[src/inc/long_power_pkg.sv]
// Shared constants and types for the long-window power guard
package long_power_pkg;
   // Register bus shape
   localparam int ADDR_W = 12;
   localparam int DATA_W = 8;

   // Register offsets
   localparam logic [11:0] PAGE_ADDR       = 12'h008;
   localparam logic [11:0] RAMP_SPEED_ADDR = 12'h580;
   localparam logic [11:0] RAMP_DOWN_ADDR  = 12'h581;
   localparam logic [11:0] RAMP_UP_ADDR    = 12'h582;
   localparam logic [11:0] LIMIT_LO_ADDR   = 12'h583;
   localparam logic [11:0] LIMIT_HI_ADDR   = 12'h584;
   localparam logic [11:0] CHECK_CTL_ADDR  = 12'h585;
   localparam logic [11:0] RESULT_LO_ADDR  = 12'h586;
   localparam logic [11:0] RESULT_HI_ADDR  = 12'h587;
   localparam logic [11:0] IRQ_STATUS_ADDR = 12'h5F0;
   localparam logic [11:0] IRQ_ENABLE_ADDR = 12'h5F1;
   localparam logic [11:0] IRQ_CLEAR_ADDR  = 12'h5F2;

   // Field positions and writable masks
   localparam int FORCE_UP_BIT   = 7;
   localparam int LEVEL_UP_BIT   = 6;
   localparam int FAULT_DOWN_BIT = 6;
   localparam int CHECK_EN_BIT   = 7;
   localparam int SPAN_W         = 4;
   localparam int SPEED_W        = 3;
   localparam int LIMIT_W        = 13;
   localparam int WIN_EVENT_LSB  = 4;
   localparam logic [7:0] SPEED_MASK = 8'h07;
   localparam logic [7:0] DOWN_MASK  = 8'h40;
   localparam logic [7:0] HI_MASK    = 8'h1F;
   localparam logic [7:0] CTL_MASK   = 8'h8F;

   // Values after reset
   localparam logic [7:0] PAGE_RST  = 8'h01;
   localparam logic [7:0] SPEED_RST = 8'h00;
   localparam logic [7:0] DOWN_RST  = 8'h40;
   localparam logic [7:0] UP_RST    = 8'h40;
   localparam logic [7:0] LIMIT_RST = 8'h00;
   localparam logic [7:0] CTL_RST   = 8'h00;
   localparam logic [7:0] IRQ_RST   = 8'h00;

   // Averaging and PA clock figures
   localparam int AVG_EXP_BASE     = 9;
   localparam logic [3:0] SPAN_MAX = 4'hA;
   localparam int SAMPLE_TOP       = 6;
   localparam int PA_MULT_BOTH     = 4;
   localparam int PA_MULT_MAIN     = 8;
   localparam int PA_FIXED         = 32;

   // Soft ramp figures
   localparam int RAMP_EXP_BASE    = 8;
   localparam int STEP_EXP         = 5;
   localparam int GAIN_W           = 6;
   localparam int RAMP_TICK_W      = 11;
   localparam logic [5:0] GAIN_FULL = 6'h20;

   // Ramp states, Gray coded around the cycle
   typedef enum logic [1:0] {
      RAMP_LOW  = 2'h0,
      RAMP_RISE = 2'h1,
      RAMP_HIGH = 2'h3,
      RAMP_FALL = 2'h2
   } ramp_state_t;
endpackage : long_power_pkg

[src/core/gain_ramp.sv]
// Soft gain ramp between zero and full in 32 steps
`timescale 1ns/100ps
`default_nettype none
module gain_ramp
(
   input  wire logic                                clk_i,
   input  wire logic                                rst_i,
   input  wire logic                                up_i,
   input  wire logic                                down_i,
   input  wire logic [long_power_pkg::SPEED_W-1:0]  speed_i,
   output logic      [long_power_pkg::GAIN_W-1:0]   gain_o,
   output logic                                     zero_o
);
   import long_power_pkg::*;

   ramp_state_t             st_reg, st_next;
   logic [GAIN_W-1:0]       gain_reg, gain_next;
   logic [RAMP_TICK_W-1:0]  tick_reg, tick_next;
   logic [RAMP_TICK_W-1:0]  last;
   logic                    step;

   // One step every 2^(code+8)/32 cycles
   always_comb begin
      last = (RAMP_TICK_W'(1) << (RAMP_EXP_BASE - STEP_EXP + int'(speed_i)))
             - RAMP_TICK_W'(1);
      step      = (tick_reg >= last);
      st_next   = st_reg;
      gain_next = gain_reg;
      tick_next = step ? '0 : tick_reg + RAMP_TICK_W'(1);
      unique case (st_reg)
         RAMP_LOW: begin
            tick_next = '0;
            if (up_i) st_next = RAMP_RISE;
         end
         RAMP_RISE: begin
            // A fault mid-rise turns straight round
            if (down_i) begin
               st_next   = RAMP_FALL;
               tick_next = '0;
            end else if (step) begin
               gain_next = gain_reg + 6'h01;
               if (gain_reg == GAIN_FULL - 6'h01) st_next = RAMP_HIGH;
            end
         end
         RAMP_HIGH: begin
            tick_next = '0;
            if (down_i) st_next = RAMP_FALL;
         end
         RAMP_FALL: begin
            if (step) begin
               gain_next = gain_reg - 6'h01;
               if (gain_reg == 6'h01) st_next = RAMP_LOW;
            end
         end
      endcase
   end

   // Output starts at full gain so the path is live after reset
   always_ff @(posedge clk_i or posedge rst_i) begin
      if (rst_i) begin
         st_reg   <= RAMP_HIGH;
         gain_reg <= GAIN_FULL;
         tick_reg <= '0;
      end else begin
         st_reg   <= st_next;
         gain_reg <= gain_next;
         tick_reg <= tick_next;
      end
   end

   assign gain_o = gain_reg;
   assign zero_o = (st_reg == RAMP_LOW);

   ramp_start_a: assert property (@(posedge clk_i) disable iff (rst_i)
      (st_reg == RAMP_LOW) && up_i |=> (st_reg == RAMP_RISE) && (gain_reg == 6'h00))
      else $error("ramp-up did not start from zero gain");

   gain_step_a: assert property (@(posedge clk_i) disable iff (rst_i)
      (gain_reg != $past(gain_reg)) |-> ($past(tick_reg) == $past(last))
         && ((gain_reg - $past(gain_reg) == 6'h01) || ($past(gain_reg) - gain_reg == 6'h01)))
      else $error("gain moved off the step interval");
endmodule : gain_ramp
`default_nettype wire

[src/core/long_avg_power_guard.sv]
// Long-window average power guard with paged registers and soft ramp
//
// Our own choice: the strobed register port.
`timescale 1ns/100ps
`default_nettype none
// How it works
// - Writing force-up bit 7 while gain is zero starts a ramp-up.
// - Bit 6 enables long-level ramp-up; it resets to one.
// - A 13-bit limit, low byte and high five bits, is compared to average.
// - Check-control bit 7 gates averaging and error detection; resets to zero.
// - Window length is 2^(9+span) PA clock periods; spans above 10 count as 10.
// - Both interpolations above one: PA period is 4 x main x DAC period.
// - Channel one, main above one: PA period is 8 x main x DAC period.
// - Any other setting: PA period is 32 DAC periods.
// - Sample power is I squared plus Q squared.
// - Only the top six bits of I and Q enter the square.
// - The average's low byte reads back from a read-only register.
// - All these registers act on the paths chosen by the page register.
// - The average's upper five bits read back from a second register.
// - A ramp takes 32 steps over 2^(code+8) DAC periods.
// - A long-window error ramps down only when the fault-down bit is set.
module long_avg_power_guard
#(
   parameter int NPATH    = 2,
   parameter int SAMPLE_W = 16
)
(
   input  wire logic                                   CLK_I,
   input  wire logic                                   SYS_RST_I,
   input  wire logic [long_power_pkg::ADDR_W-1:0]      ADDR_I,
   input  wire logic [long_power_pkg::DATA_W-1:0]      WDATA_I,
   input  wire logic                                   WR_I,
   input  wire logic                                   RD_I,
   output logic      [long_power_pkg::DATA_W-1:0]      RDATA_O,
   input  wire logic [NPATH*SAMPLE_W-1:0]              I_DATA_I,
   input  wire logic [NPATH*SAMPLE_W-1:0]              Q_DATA_I,
   input  wire logic [3:0]                             MAIN_INTERP_I,
   input  wire logic [3:0]                             CHAN_INTERP_I,
   output logic      [NPATH*long_power_pkg::GAIN_W-1:0] GAIN_O,
   output logic                                        IRQ_O
);
   import long_power_pkg::*;

   // Shared registers
   logic [7:0] page_reg, page_next;
   logic [7:0] sts_reg, sts_next;
   logic [7:0] ien_reg, ien_next;
   logic [7:0] rdata_reg, rdata_next;
   logic [7:0] clr;
   logic [7:0] set;
   logic       irq_reg, irq_next;

   // Paged registers, one byte per path
   logic [NPATH-1:0][7:0] spd_reg, spd_next;
   logic [NPATH-1:0][7:0] dwn_reg, dwn_next;
   logic [NPATH-1:0][7:0] up_reg, up_next;
   logic [NPATH-1:0][7:0] lo_reg, lo_next;
   logic [NPATH-1:0][7:0] hi_reg, hi_next;
   logic [NPATH-1:0][7:0] ctl_reg, ctl_next;

   // PA clock divider
   logic [7:0] div_reg, div_next;
   logic [7:0] period;
   logic       tick_reg, tick_next;

   // Per-path links to the averager and ramp
   logic [NPATH-1:0][LIMIT_W-1:0] result;
   logic [NPATH-1:0][GAIN_W-1:0]  gain;
   logic [NPATH-1:0]              done;
   logic [NPATH-1:0]              over;
   logic [NPATH-1:0]              zero;
   logic [NPATH-1:0]              up_go;
   logic [NPATH-1:0]              down_go;
   logic                          force_wr;
   int                            sel;

   // Register writes; paged bytes land in every selected path
   always_comb begin
      page_next = page_reg;
      ien_next  = ien_reg;
      spd_next  = spd_reg;
      dwn_next  = dwn_reg;
      up_next   = up_reg;
      lo_next   = lo_reg;
      hi_next   = hi_reg;
      ctl_next  = ctl_reg;
      if (WR_I) begin
         if (ADDR_I == PAGE_ADDR) page_next = WDATA_I;
         if (ADDR_I == IRQ_ENABLE_ADDR) ien_next = WDATA_I;
         for (int p = 0; p < NPATH; p++) begin
            if (page_reg[p]) begin
               case (ADDR_I)
                  RAMP_SPEED_ADDR: spd_next[p] = WDATA_I & SPEED_MASK;
                  RAMP_DOWN_ADDR:  dwn_next[p] = WDATA_I & DOWN_MASK;
                  RAMP_UP_ADDR:    up_next[p]  = WDATA_I;
                  LIMIT_LO_ADDR:   lo_next[p]  = WDATA_I;
                  LIMIT_HI_ADDR:   hi_next[p]  = WDATA_I & HI_MASK;
                  CHECK_CTL_ADDR:  ctl_next[p] = WDATA_I & CTL_MASK;
                  default: ;
               endcase
            end
         end
      end
   end

   // Sticky events; a new event beats a clear in the same cycle
   always_comb begin
      clr = (WR_I && (ADDR_I == IRQ_CLEAR_ADDR)) ? WDATA_I : 8'h00;
      set = 8'h00;
      for (int p = 0; p < NPATH; p++) begin
         set[p]                 = done[p] & over[p];
         set[WIN_EVENT_LSB + p] = done[p];
      end
      sts_next = (sts_reg & ~clr) | set;
      irq_next = |(sts_next & ien_next);
   end

   // Read data live only in the cycle after the strobe
   always_comb begin
      sel = 0;
      for (int p = NPATH - 1; p >= 0; p--) begin
         if (page_reg[p]) sel = p;
      end
      rdata_next = 8'h00;
      if (RD_I) begin
         case (ADDR_I)
            PAGE_ADDR:       rdata_next = page_reg;
            IRQ_STATUS_ADDR: rdata_next = sts_reg;
            IRQ_ENABLE_ADDR: rdata_next = ien_reg;
            RAMP_SPEED_ADDR: rdata_next = spd_reg[sel];
            RAMP_DOWN_ADDR:  rdata_next = dwn_reg[sel];
            RAMP_UP_ADDR:    rdata_next = up_reg[sel];
            LIMIT_LO_ADDR:   rdata_next = lo_reg[sel];
            LIMIT_HI_ADDR:   rdata_next = hi_reg[sel];
            CHECK_CTL_ADDR:  rdata_next = ctl_reg[sel];
            RESULT_LO_ADDR:  rdata_next = result[sel][7:0];
            RESULT_HI_ADDR:  rdata_next = {3'h0, result[sel][12:8]};
            default:         rdata_next = 8'h00;
         endcase
      end
   end

   // PA clock period from the interpolation pins
   always_comb begin
      if ((MAIN_INTERP_I > 4'h1) && (CHAN_INTERP_I > 4'h1)) begin
         period = 8'(PA_MULT_BOTH * int'(MAIN_INTERP_I));
      end else if ((CHAN_INTERP_I == 4'h1) && (MAIN_INTERP_I > 4'h1)) begin
         period = 8'(PA_MULT_MAIN * int'(MAIN_INTERP_I));
      end else begin
         period = 8'(PA_FIXED);
      end
      // Compare by >= so a shrinking period cannot strand the count
      tick_next = (div_reg >= period - 8'h01);
      div_next  = tick_next ? 8'h00 : div_reg + 8'h01;
   end

   // Ramp triggers per path
   always_comb begin
      force_wr = WR_I && (ADDR_I == RAMP_UP_ADDR) && WDATA_I[FORCE_UP_BIT];
      for (int p = 0; p < NPATH; p++) begin
         // Level ramp-up waits for a clean window after a fault
         up_go[p] = zero[p] & ((force_wr & page_reg[p])
                    | (up_reg[p][LEVEL_UP_BIT] & done[p] & ~over[p]));
         down_go[p] = over[p] & dwn_reg[p][FAULT_DOWN_BIT];
      end
   end

   // One averager and one ramp per converter path
   for (genvar g = 0; g < NPATH; g++) begin : g_path
      power_average u_avg (
         .clk_i    (CLK_I),
         .rst_i    (SYS_RST_I),
         .en_i     (ctl_reg[g][CHECK_EN_BIT]),
         .span_i   (ctl_reg[g][SPAN_W-1:0]),
         .tick_i   (tick_reg),
         .i_top_i  (I_DATA_I[(g+1)*SAMPLE_W-1 -: SAMPLE_TOP]),
         .q_top_i  (Q_DATA_I[(g+1)*SAMPLE_W-1 -: SAMPLE_TOP]),
         .limit_i  ({hi_reg[g][4:0], lo_reg[g]}),
         .result_o (result[g]),
         .done_o   (done[g]),
         .over_o   (over[g])
      );
      gain_ramp u_ramp (
         .clk_i   (CLK_I),
         .rst_i   (SYS_RST_I),
         .up_i    (up_go[g]),
         .down_i  (down_go[g]),
         .speed_i (spd_reg[g][SPEED_W-1:0]),
         .gain_o  (gain[g]),
         .zero_o  (zero[g])
      );
      assign GAIN_O[g*GAIN_W +: GAIN_W] = gain[g];
   end

   // Register bank and divider
   always_ff @(posedge CLK_I or posedge SYS_RST_I) begin
      if (SYS_RST_I) begin
         page_reg  <= PAGE_RST;
         ien_reg   <= IRQ_RST;
         sts_reg   <= IRQ_RST;
         irq_reg   <= 1'b0;
         rdata_reg <= 8'h00;
         div_reg   <= 8'h00;
         tick_reg  <= 1'b0;
         for (int p = 0; p < NPATH; p++) begin
            spd_reg[p] <= SPEED_RST;
            dwn_reg[p] <= DOWN_RST;
            up_reg[p]  <= UP_RST;
            lo_reg[p]  <= LIMIT_RST;
            hi_reg[p]  <= LIMIT_RST;
            ctl_reg[p] <= CTL_RST;
         end
      end else begin
         page_reg  <= page_next;
         ien_reg   <= ien_next;
         sts_reg   <= sts_next;
         irq_reg   <= irq_next;
         rdata_reg <= rdata_next;
         div_reg   <= div_next;
         tick_reg  <= tick_next;
         spd_reg   <= spd_next;
         dwn_reg   <= dwn_next;
         up_reg    <= up_next;
         lo_reg    <= lo_next;
         hi_reg    <= hi_next;
         ctl_reg   <= ctl_next;
      end
   end

   assign RDATA_O = rdata_reg;
   assign IRQ_O   = irq_reg;

   read_idle_a: assert property (@(posedge CLK_I) disable iff (SYS_RST_I)
      !$past(RD_I) |-> (RDATA_O == 8'h00))
      else $error("read data outside the answer cycle");

   irq_level_a: assert property (@(posedge CLK_I) disable iff (SYS_RST_I)
      IRQ_O == (|(sts_reg & ien_reg)))
      else $error("interrupt level disagrees with status");

   error_sticky_a: assert property (@(posedge CLK_I) disable iff (SYS_RST_I)
      done[0] && over[0] |=> sts_reg[0] && sts_reg[WIN_EVENT_LSB])
      else $error("window error not latched");

   pa_gap_a: assert property (@(posedge CLK_I) disable iff (SYS_RST_I)
      tick_reg |=> (!tick_reg) [*7])
      else $error("PA tick faster than eight cycles");

   // Gain must still be full after a first ramp step would have landed
   fault_down_a: assert property (@(posedge CLK_I) disable iff (SYS_RST_I)
      over[NPATH-1] && !dwn_reg[NPATH-1][FAULT_DOWN_BIT] && (gain[NPATH-1] == GAIN_FULL)
         |=> ##8 (gain[NPATH-1] == GAIN_FULL))
      else $error("ramp-down without fault enable");
endmodule : long_avg_power_guard
`default_nettype wire

[src/core/power_average.sv]
// Long-window I/Q power averager with limit compare
`timescale 1ns/100ps
`default_nettype none
module power_average
#(
   parameter int CNT_W = 20,
   parameter int ACC_W = 31
)
(
   input  wire logic                                clk_i,
   input  wire logic                                rst_i,
   input  wire logic                                en_i,
   input  wire logic [long_power_pkg::SPAN_W-1:0]   span_i,
   input  wire logic                                tick_i,
   input  wire logic [long_power_pkg::SAMPLE_TOP-1:0] i_top_i,
   input  wire logic [long_power_pkg::SAMPLE_TOP-1:0] q_top_i,
   input  wire logic [long_power_pkg::LIMIT_W-1:0]  limit_i,
   output logic      [long_power_pkg::LIMIT_W-1:0]  result_o,
   output logic                                     done_o,
   output logic                                     over_o
);
   import long_power_pkg::*;

   logic signed [11:0]  i_sq;
   logic signed [11:0]  q_sq;
   logic        [11:0]  pwr;
   logic        [3:0]   span_eff;
   logic        [CNT_W-1:0] last;
   logic        [ACC_W-1:0] acc_sum;
   logic        [ACC_W-1:0] avg;
   logic        [ACC_W-1:0] acc_reg, acc_next;
   logic        [CNT_W-1:0] cnt_reg, cnt_next;
   logic        [LIMIT_W-1:0] res_reg, res_next;
   logic                    done_reg, done_next;
   logic                    over_reg, over_next;

   // Window accumulate, then average by shift and compare
   always_comb begin
      i_sq     = $signed(i_top_i) * $signed(i_top_i);
      q_sq     = $signed(q_top_i) * $signed(q_top_i);
      pwr      = $unsigned(i_sq) + $unsigned(q_sq);
      // Out-of-range spans clamp so the counter cannot overflow
      span_eff = (span_i > SPAN_MAX) ? SPAN_MAX : span_i;
      last     = (CNT_W'(1) << (AVG_EXP_BASE + int'(span_eff))) - CNT_W'(1);
      acc_sum  = acc_reg + ACC_W'(pwr);
      avg      = acc_sum >> (AVG_EXP_BASE + int'(span_eff));
      acc_next  = acc_reg;
      cnt_next  = cnt_reg;
      res_next  = res_reg;
      done_next = 1'b0;
      over_next = 1'b0;
      if (!en_i) begin
         acc_next = '0;
         cnt_next = '0;
      end else if (tick_i) begin
         if (cnt_reg == last) begin
            res_next  = LIMIT_W'(avg);
            over_next = LIMIT_W'(avg) > limit_i;
            done_next = 1'b1;
            acc_next  = '0;
            cnt_next  = '0;
         end else begin
            acc_next = acc_sum;
            cnt_next = cnt_reg + CNT_W'(1);
         end
      end
   end

   // State registers
   always_ff @(posedge clk_i or posedge rst_i) begin
      if (rst_i) begin
         acc_reg  <= '0;
         cnt_reg  <= '0;
         res_reg  <= '0;
         done_reg <= 1'b0;
         over_reg <= 1'b0;
      end else begin
         acc_reg  <= acc_next;
         cnt_reg  <= cnt_next;
         res_reg  <= res_next;
         done_reg <= done_next;
         over_reg <= over_next;
      end
   end

   assign result_o = res_reg;
   assign done_o   = done_reg;
   assign over_o   = over_reg;

   over_compare_a: assert property (@(posedge clk_i) disable iff (rst_i)
      done_reg |-> (over_reg == (res_reg > $past(limit_i))))
      else $error("error flag disagrees with limit compare");

   check_off_a: assert property (@(posedge clk_i) disable iff (rst_i)
      !$past(en_i) |-> !done_reg && !over_reg)
      else $error("window ended while check disabled");
endmodule : power_average
`default_nettype wire

[config.mk]
export PLATFORM = sky130hd
export DESIGN_NAME = long_avg_power_guard
export DESIGN_NICKNAME = d
export VERILOG_FILES = /design/src/inc/long_power_pkg.sv /design/src/core/gain_ramp.sv /design/src/core/long_avg_power_guard.sv /design/src/core/power_average.sv
export SDC_FILE = /design/constraint.sdc
export NUM_CORES = 1
export LEC_CHECK = 0
export ABC_CLOCK_PERIOD_IN_PS = 17600
export BUFFER_PORTS_ARGS = -buffer_cell sky130_fd_sc_hd__buf_2
export CAP_MARGIN = 15
export CORE_MARGIN = 2
export CORE_UTILIZATION = 35
export CTS_CLUSTER_DIAMETER = 50
export DETAILED_ROUTE_END_ITERATION = 6
export GPL_TIMING_DRIVEN = 0
export PLACE_DENSITY = 0.53
export SYNTH_ARGS = -nofsm -noshare
export SYNTH_HDL_FRONTEND = slang
export SYNTH_SLANG_ARGS = --single-unit
export TNS_END_PERCENT = 20
[constraint.sdc]
create_clock -name CLK_I -period 17.6 [get_ports CLK_I]
set_input_delay 2.64 -clock CLK_I [delete_from_list [all_inputs] [get_ports CLK_I]]
set_output_delay 2.64 -clock CLK_I [all_outputs]
set_load 0.02 [all_outputs]
==> results.toml <==
[run_status]
run_status = "finished, violations left"
violations = "design-rule violations"

[pwr]
power_density_nw_per_um2 = 136
p_sw_mw = 1.73
pwr-share-clk_pct = 23.6
ir_drop_v = 0.000169
swShare_pct = 46.2
p_int_mw = 2.02
p_leak_nw = 12.3
seq_power_share_pct = 17.1
share_comb_of_total_power_pct = 59.3

[final_layout]
seq_area_sq_um = 6820
area_growth_pct = 12.9
nets = 3283
drive_gt1_share_pct = 11.0
fillers = 7011
antenna_cells = 0
largest_reg_flops = 62
stdcell_count = 3873
multiInputGateArea_sq_um = 16300

[synth]
ys_seq_area_share_pct = 27.9
syn_avg_cell_area_sq_um = 8.81
post-synth-top-area-cell = "dfrtp_1"
synth_cell_type_count = 106
synthArstFlopShare_pct = 100
syn_area_sq_um = 24500
netlist.area_leader.share_pct = 26.7
synth_warnings = 0
synth_seq_cells = 272
synth_area_leaders = "dfrtp_1, fa_1, ha_1"
synth_flop_cell = "dfrtp_1"
synth_edf_count = 0
synth.top_cells.by_count = "dfrtp_1, nand2_1, inv_1"
synth_cells = 2774
synth_most_common_cell = "dfrtp_1"

[clock_network]
clkSlewWorstSetupHoldPaths_ps = 60
cts_setup_buffers = 0
clkSinkCount = 272
cts_root_buf = "clkbuf_16"
h-tree-depth = 2
cts_tree = "done"
cts.path.max_buffers = 3
insertion_delay_ps = 600
cts_resized = 0
cts_hold_buffers = 0
numCtsBuffers = 46

[global_route]
grt_antenna_before_repair = 0
overflow = 0
grt_pass1_wl_um = 120000
first_global_vias = 21700
grt_usage_pct = 20.6
grt_max_degree = 109

[min_path]
min_to = "up_reg[15]$_DFFE_PP0P_"
hold_class = "flop to flop"
worstHoldStart = "up_reg[15]$_DFFE_PP0P_"
hold_depth = 2

[sta]
tightest_slew_ps = 1140
fmax_ghz = 0.0851
rsz0062_at_grt = "no"
min_period_ps = 11750
hold_violations = 0
slew-limit-headroom_pct = 23.6
setup_tns_ps = 0
finalSetupViolations = 0
skew_ps = 33.2
finalCritPeriodShare_pct = 66.7
final-max-slew-violation-count = 0

[floorplanning]
rows = 96
top_level_ports = 117
chipHeight_um = 268
die_x_um = 268
core_area_sq_um = 68800
die-area_sq_um = 72000
initial_core_util_pct = 35.5

[placed_design]
io_buffers = 73
dp_hpwl_um = 56400
gp_congestion = 0.920
post-place-cells = 3790

[critical_path]
r2r_start = "ctl_reg[1]$_DFFE_PP0P_"
start_kind = "primary input"
crit_arrival_ps = 12220
crit_slowest_cell = "fa_1"
cp_max_fo = 9
ff2ff_path_depth = 18
reg2reg_slack_ps = 12230
end_kind = "flop"
cp.required_ps = 18080
r2r_end = "g_path[0].u_avg.cnt_reg[9]$_DFFE_PP0P_"
crit_type = "primary input to flop"
max_stage_delay_ps = 540

[detailed_routing]
vias = 21800
postRouteWirelength_um = 73800
drt-initial-drc-count = 1738
first_pass_iters = 7
ant_nets = 0
wire_per_inst_um = 19.1
via_per_inst = 5.64
route.detailed.drc = 8

[flow_run]
cap_violations = 0
worst max path at each step:
stage / from / endpoint / slack, ps / cells after the start
floorplan: Q_DATA_I[31] / g_path[1].u_avg.over_o$_DFF_PP0_ / 6550 / 42
global placement: SYS_RST_I / div_reg[4]$_DFF_PP0_ / 3790 / 2
detailed placement: Q_DATA_I[31] / g_path[1].u_avg.over_o$_DFF_PP0_ / 5220 / 43
CTS: Q_DATA_I[31] / g_path[1].u_avg.over_o$_DFF_PP0_ / 5820 / 43
global route: Q_DATA_I[31] / g_path[1].u_avg.over_o$_DFF_PP0_ / 5230 / 43
finish: Q_DATA_I[31] / g_path[1].u_avg.over_o$_DFF_PP0_ / 5850 / 43
cells in the final DEF, fill, tap and decap left out, drive strengths merged, types with 50 or more instances in the layout:
master | synthesis | layout
a21oi | 169 | 169
a31oi | 78 | 78
buf | 46 | 121
clkbuf | 104 | 158
dfrtp | 261 | 261
fa | 115 | 115
ha | 165 | 165
inv | 205 | 215
mux2 | 74 | 74
nand2 | 251 | 251
nand3 | 100 | 100
nor2 | 182 | 182
o21ai | 146 | 146
xnor2 | 90 | 90
xor2 | 50 | 50
final cells by class:
type	count	area share, %
plain buffers	150	2.30
clock buffers	54	4.42
clock inverters	29	1.10
inverters	207	2.84
multi-input cells	2155	58.9
flip-flops and latches	272	24.7
well taps	931	4.22
repair buffers	75	1.52
kinds of logic after synthesis:
group / synth area share, %
AND/OR/NAND/NOR: 18.0
multiplexers: 5.15
XOR/XNOR: 5.01
flip-flops: 27.9
adder cells (fa/ha/maj): 17.9
buffers and inverters: 5.78
AO/OA/AOI/OAI: 20.3
other: 0.0153
power by group through the flow:
| stage | Sequential (mW) | Combinational (mW) | Clock, mW |
|---|---|---|---|
| floorplan | 0.651 | 1.74 | 0 |
| global placement | 0.653 | 2.20 | 0 |
| detailed placement | 0.653 | 2.20 | 0 |
| CTS | 0.643 | 2.23 | 0.912 |
| global route | 0.643 | 2.52 | 0.942 |
| finish | 0.643 | 2.23 | 0.888 |
stage by stage:
step           area [sq um]  setup slack (ps)  utilization, %  total power, mW  hold WS (ps)
3_5_place_dp          26100              5220            37.9             2.86           464
6_report              27600              5850            40.1             3.76           475
3_3_place_gp          26000              3790            37.8             2.85           464
5_1_grt               27600              5230            40.1             4.11           512
2_1_floorplan         24500              6550               -             2.39           446
4_1_cts               27600              5820            40.1             3.78           478
critical path, delay by kind of cell:
kind                       cells  cell delay [ps]
AOI/OAI and AO/OA             16             3350
and+or+nand+nor                7              970
buffers and inverters          9              890
xor gates and xnor gates       1               90
adders and majority gates     10             4260
metal layers:
| layer | GRT usage, % | vias to the layer above | part of all wire [%] |
|---|---|---|---|
| li1 | - | 10300 | - |
| met1 | 28.7 | 10800 | 46 |
| met2 | 33.9 | 692 | 47 |
| met3 | 2.60 | 131 | 5.0 |
| met4 | 5.22 | 0 | 2.1 |
| met5 | 0 | - | 0 |
(Power assumes the default switching activity.)
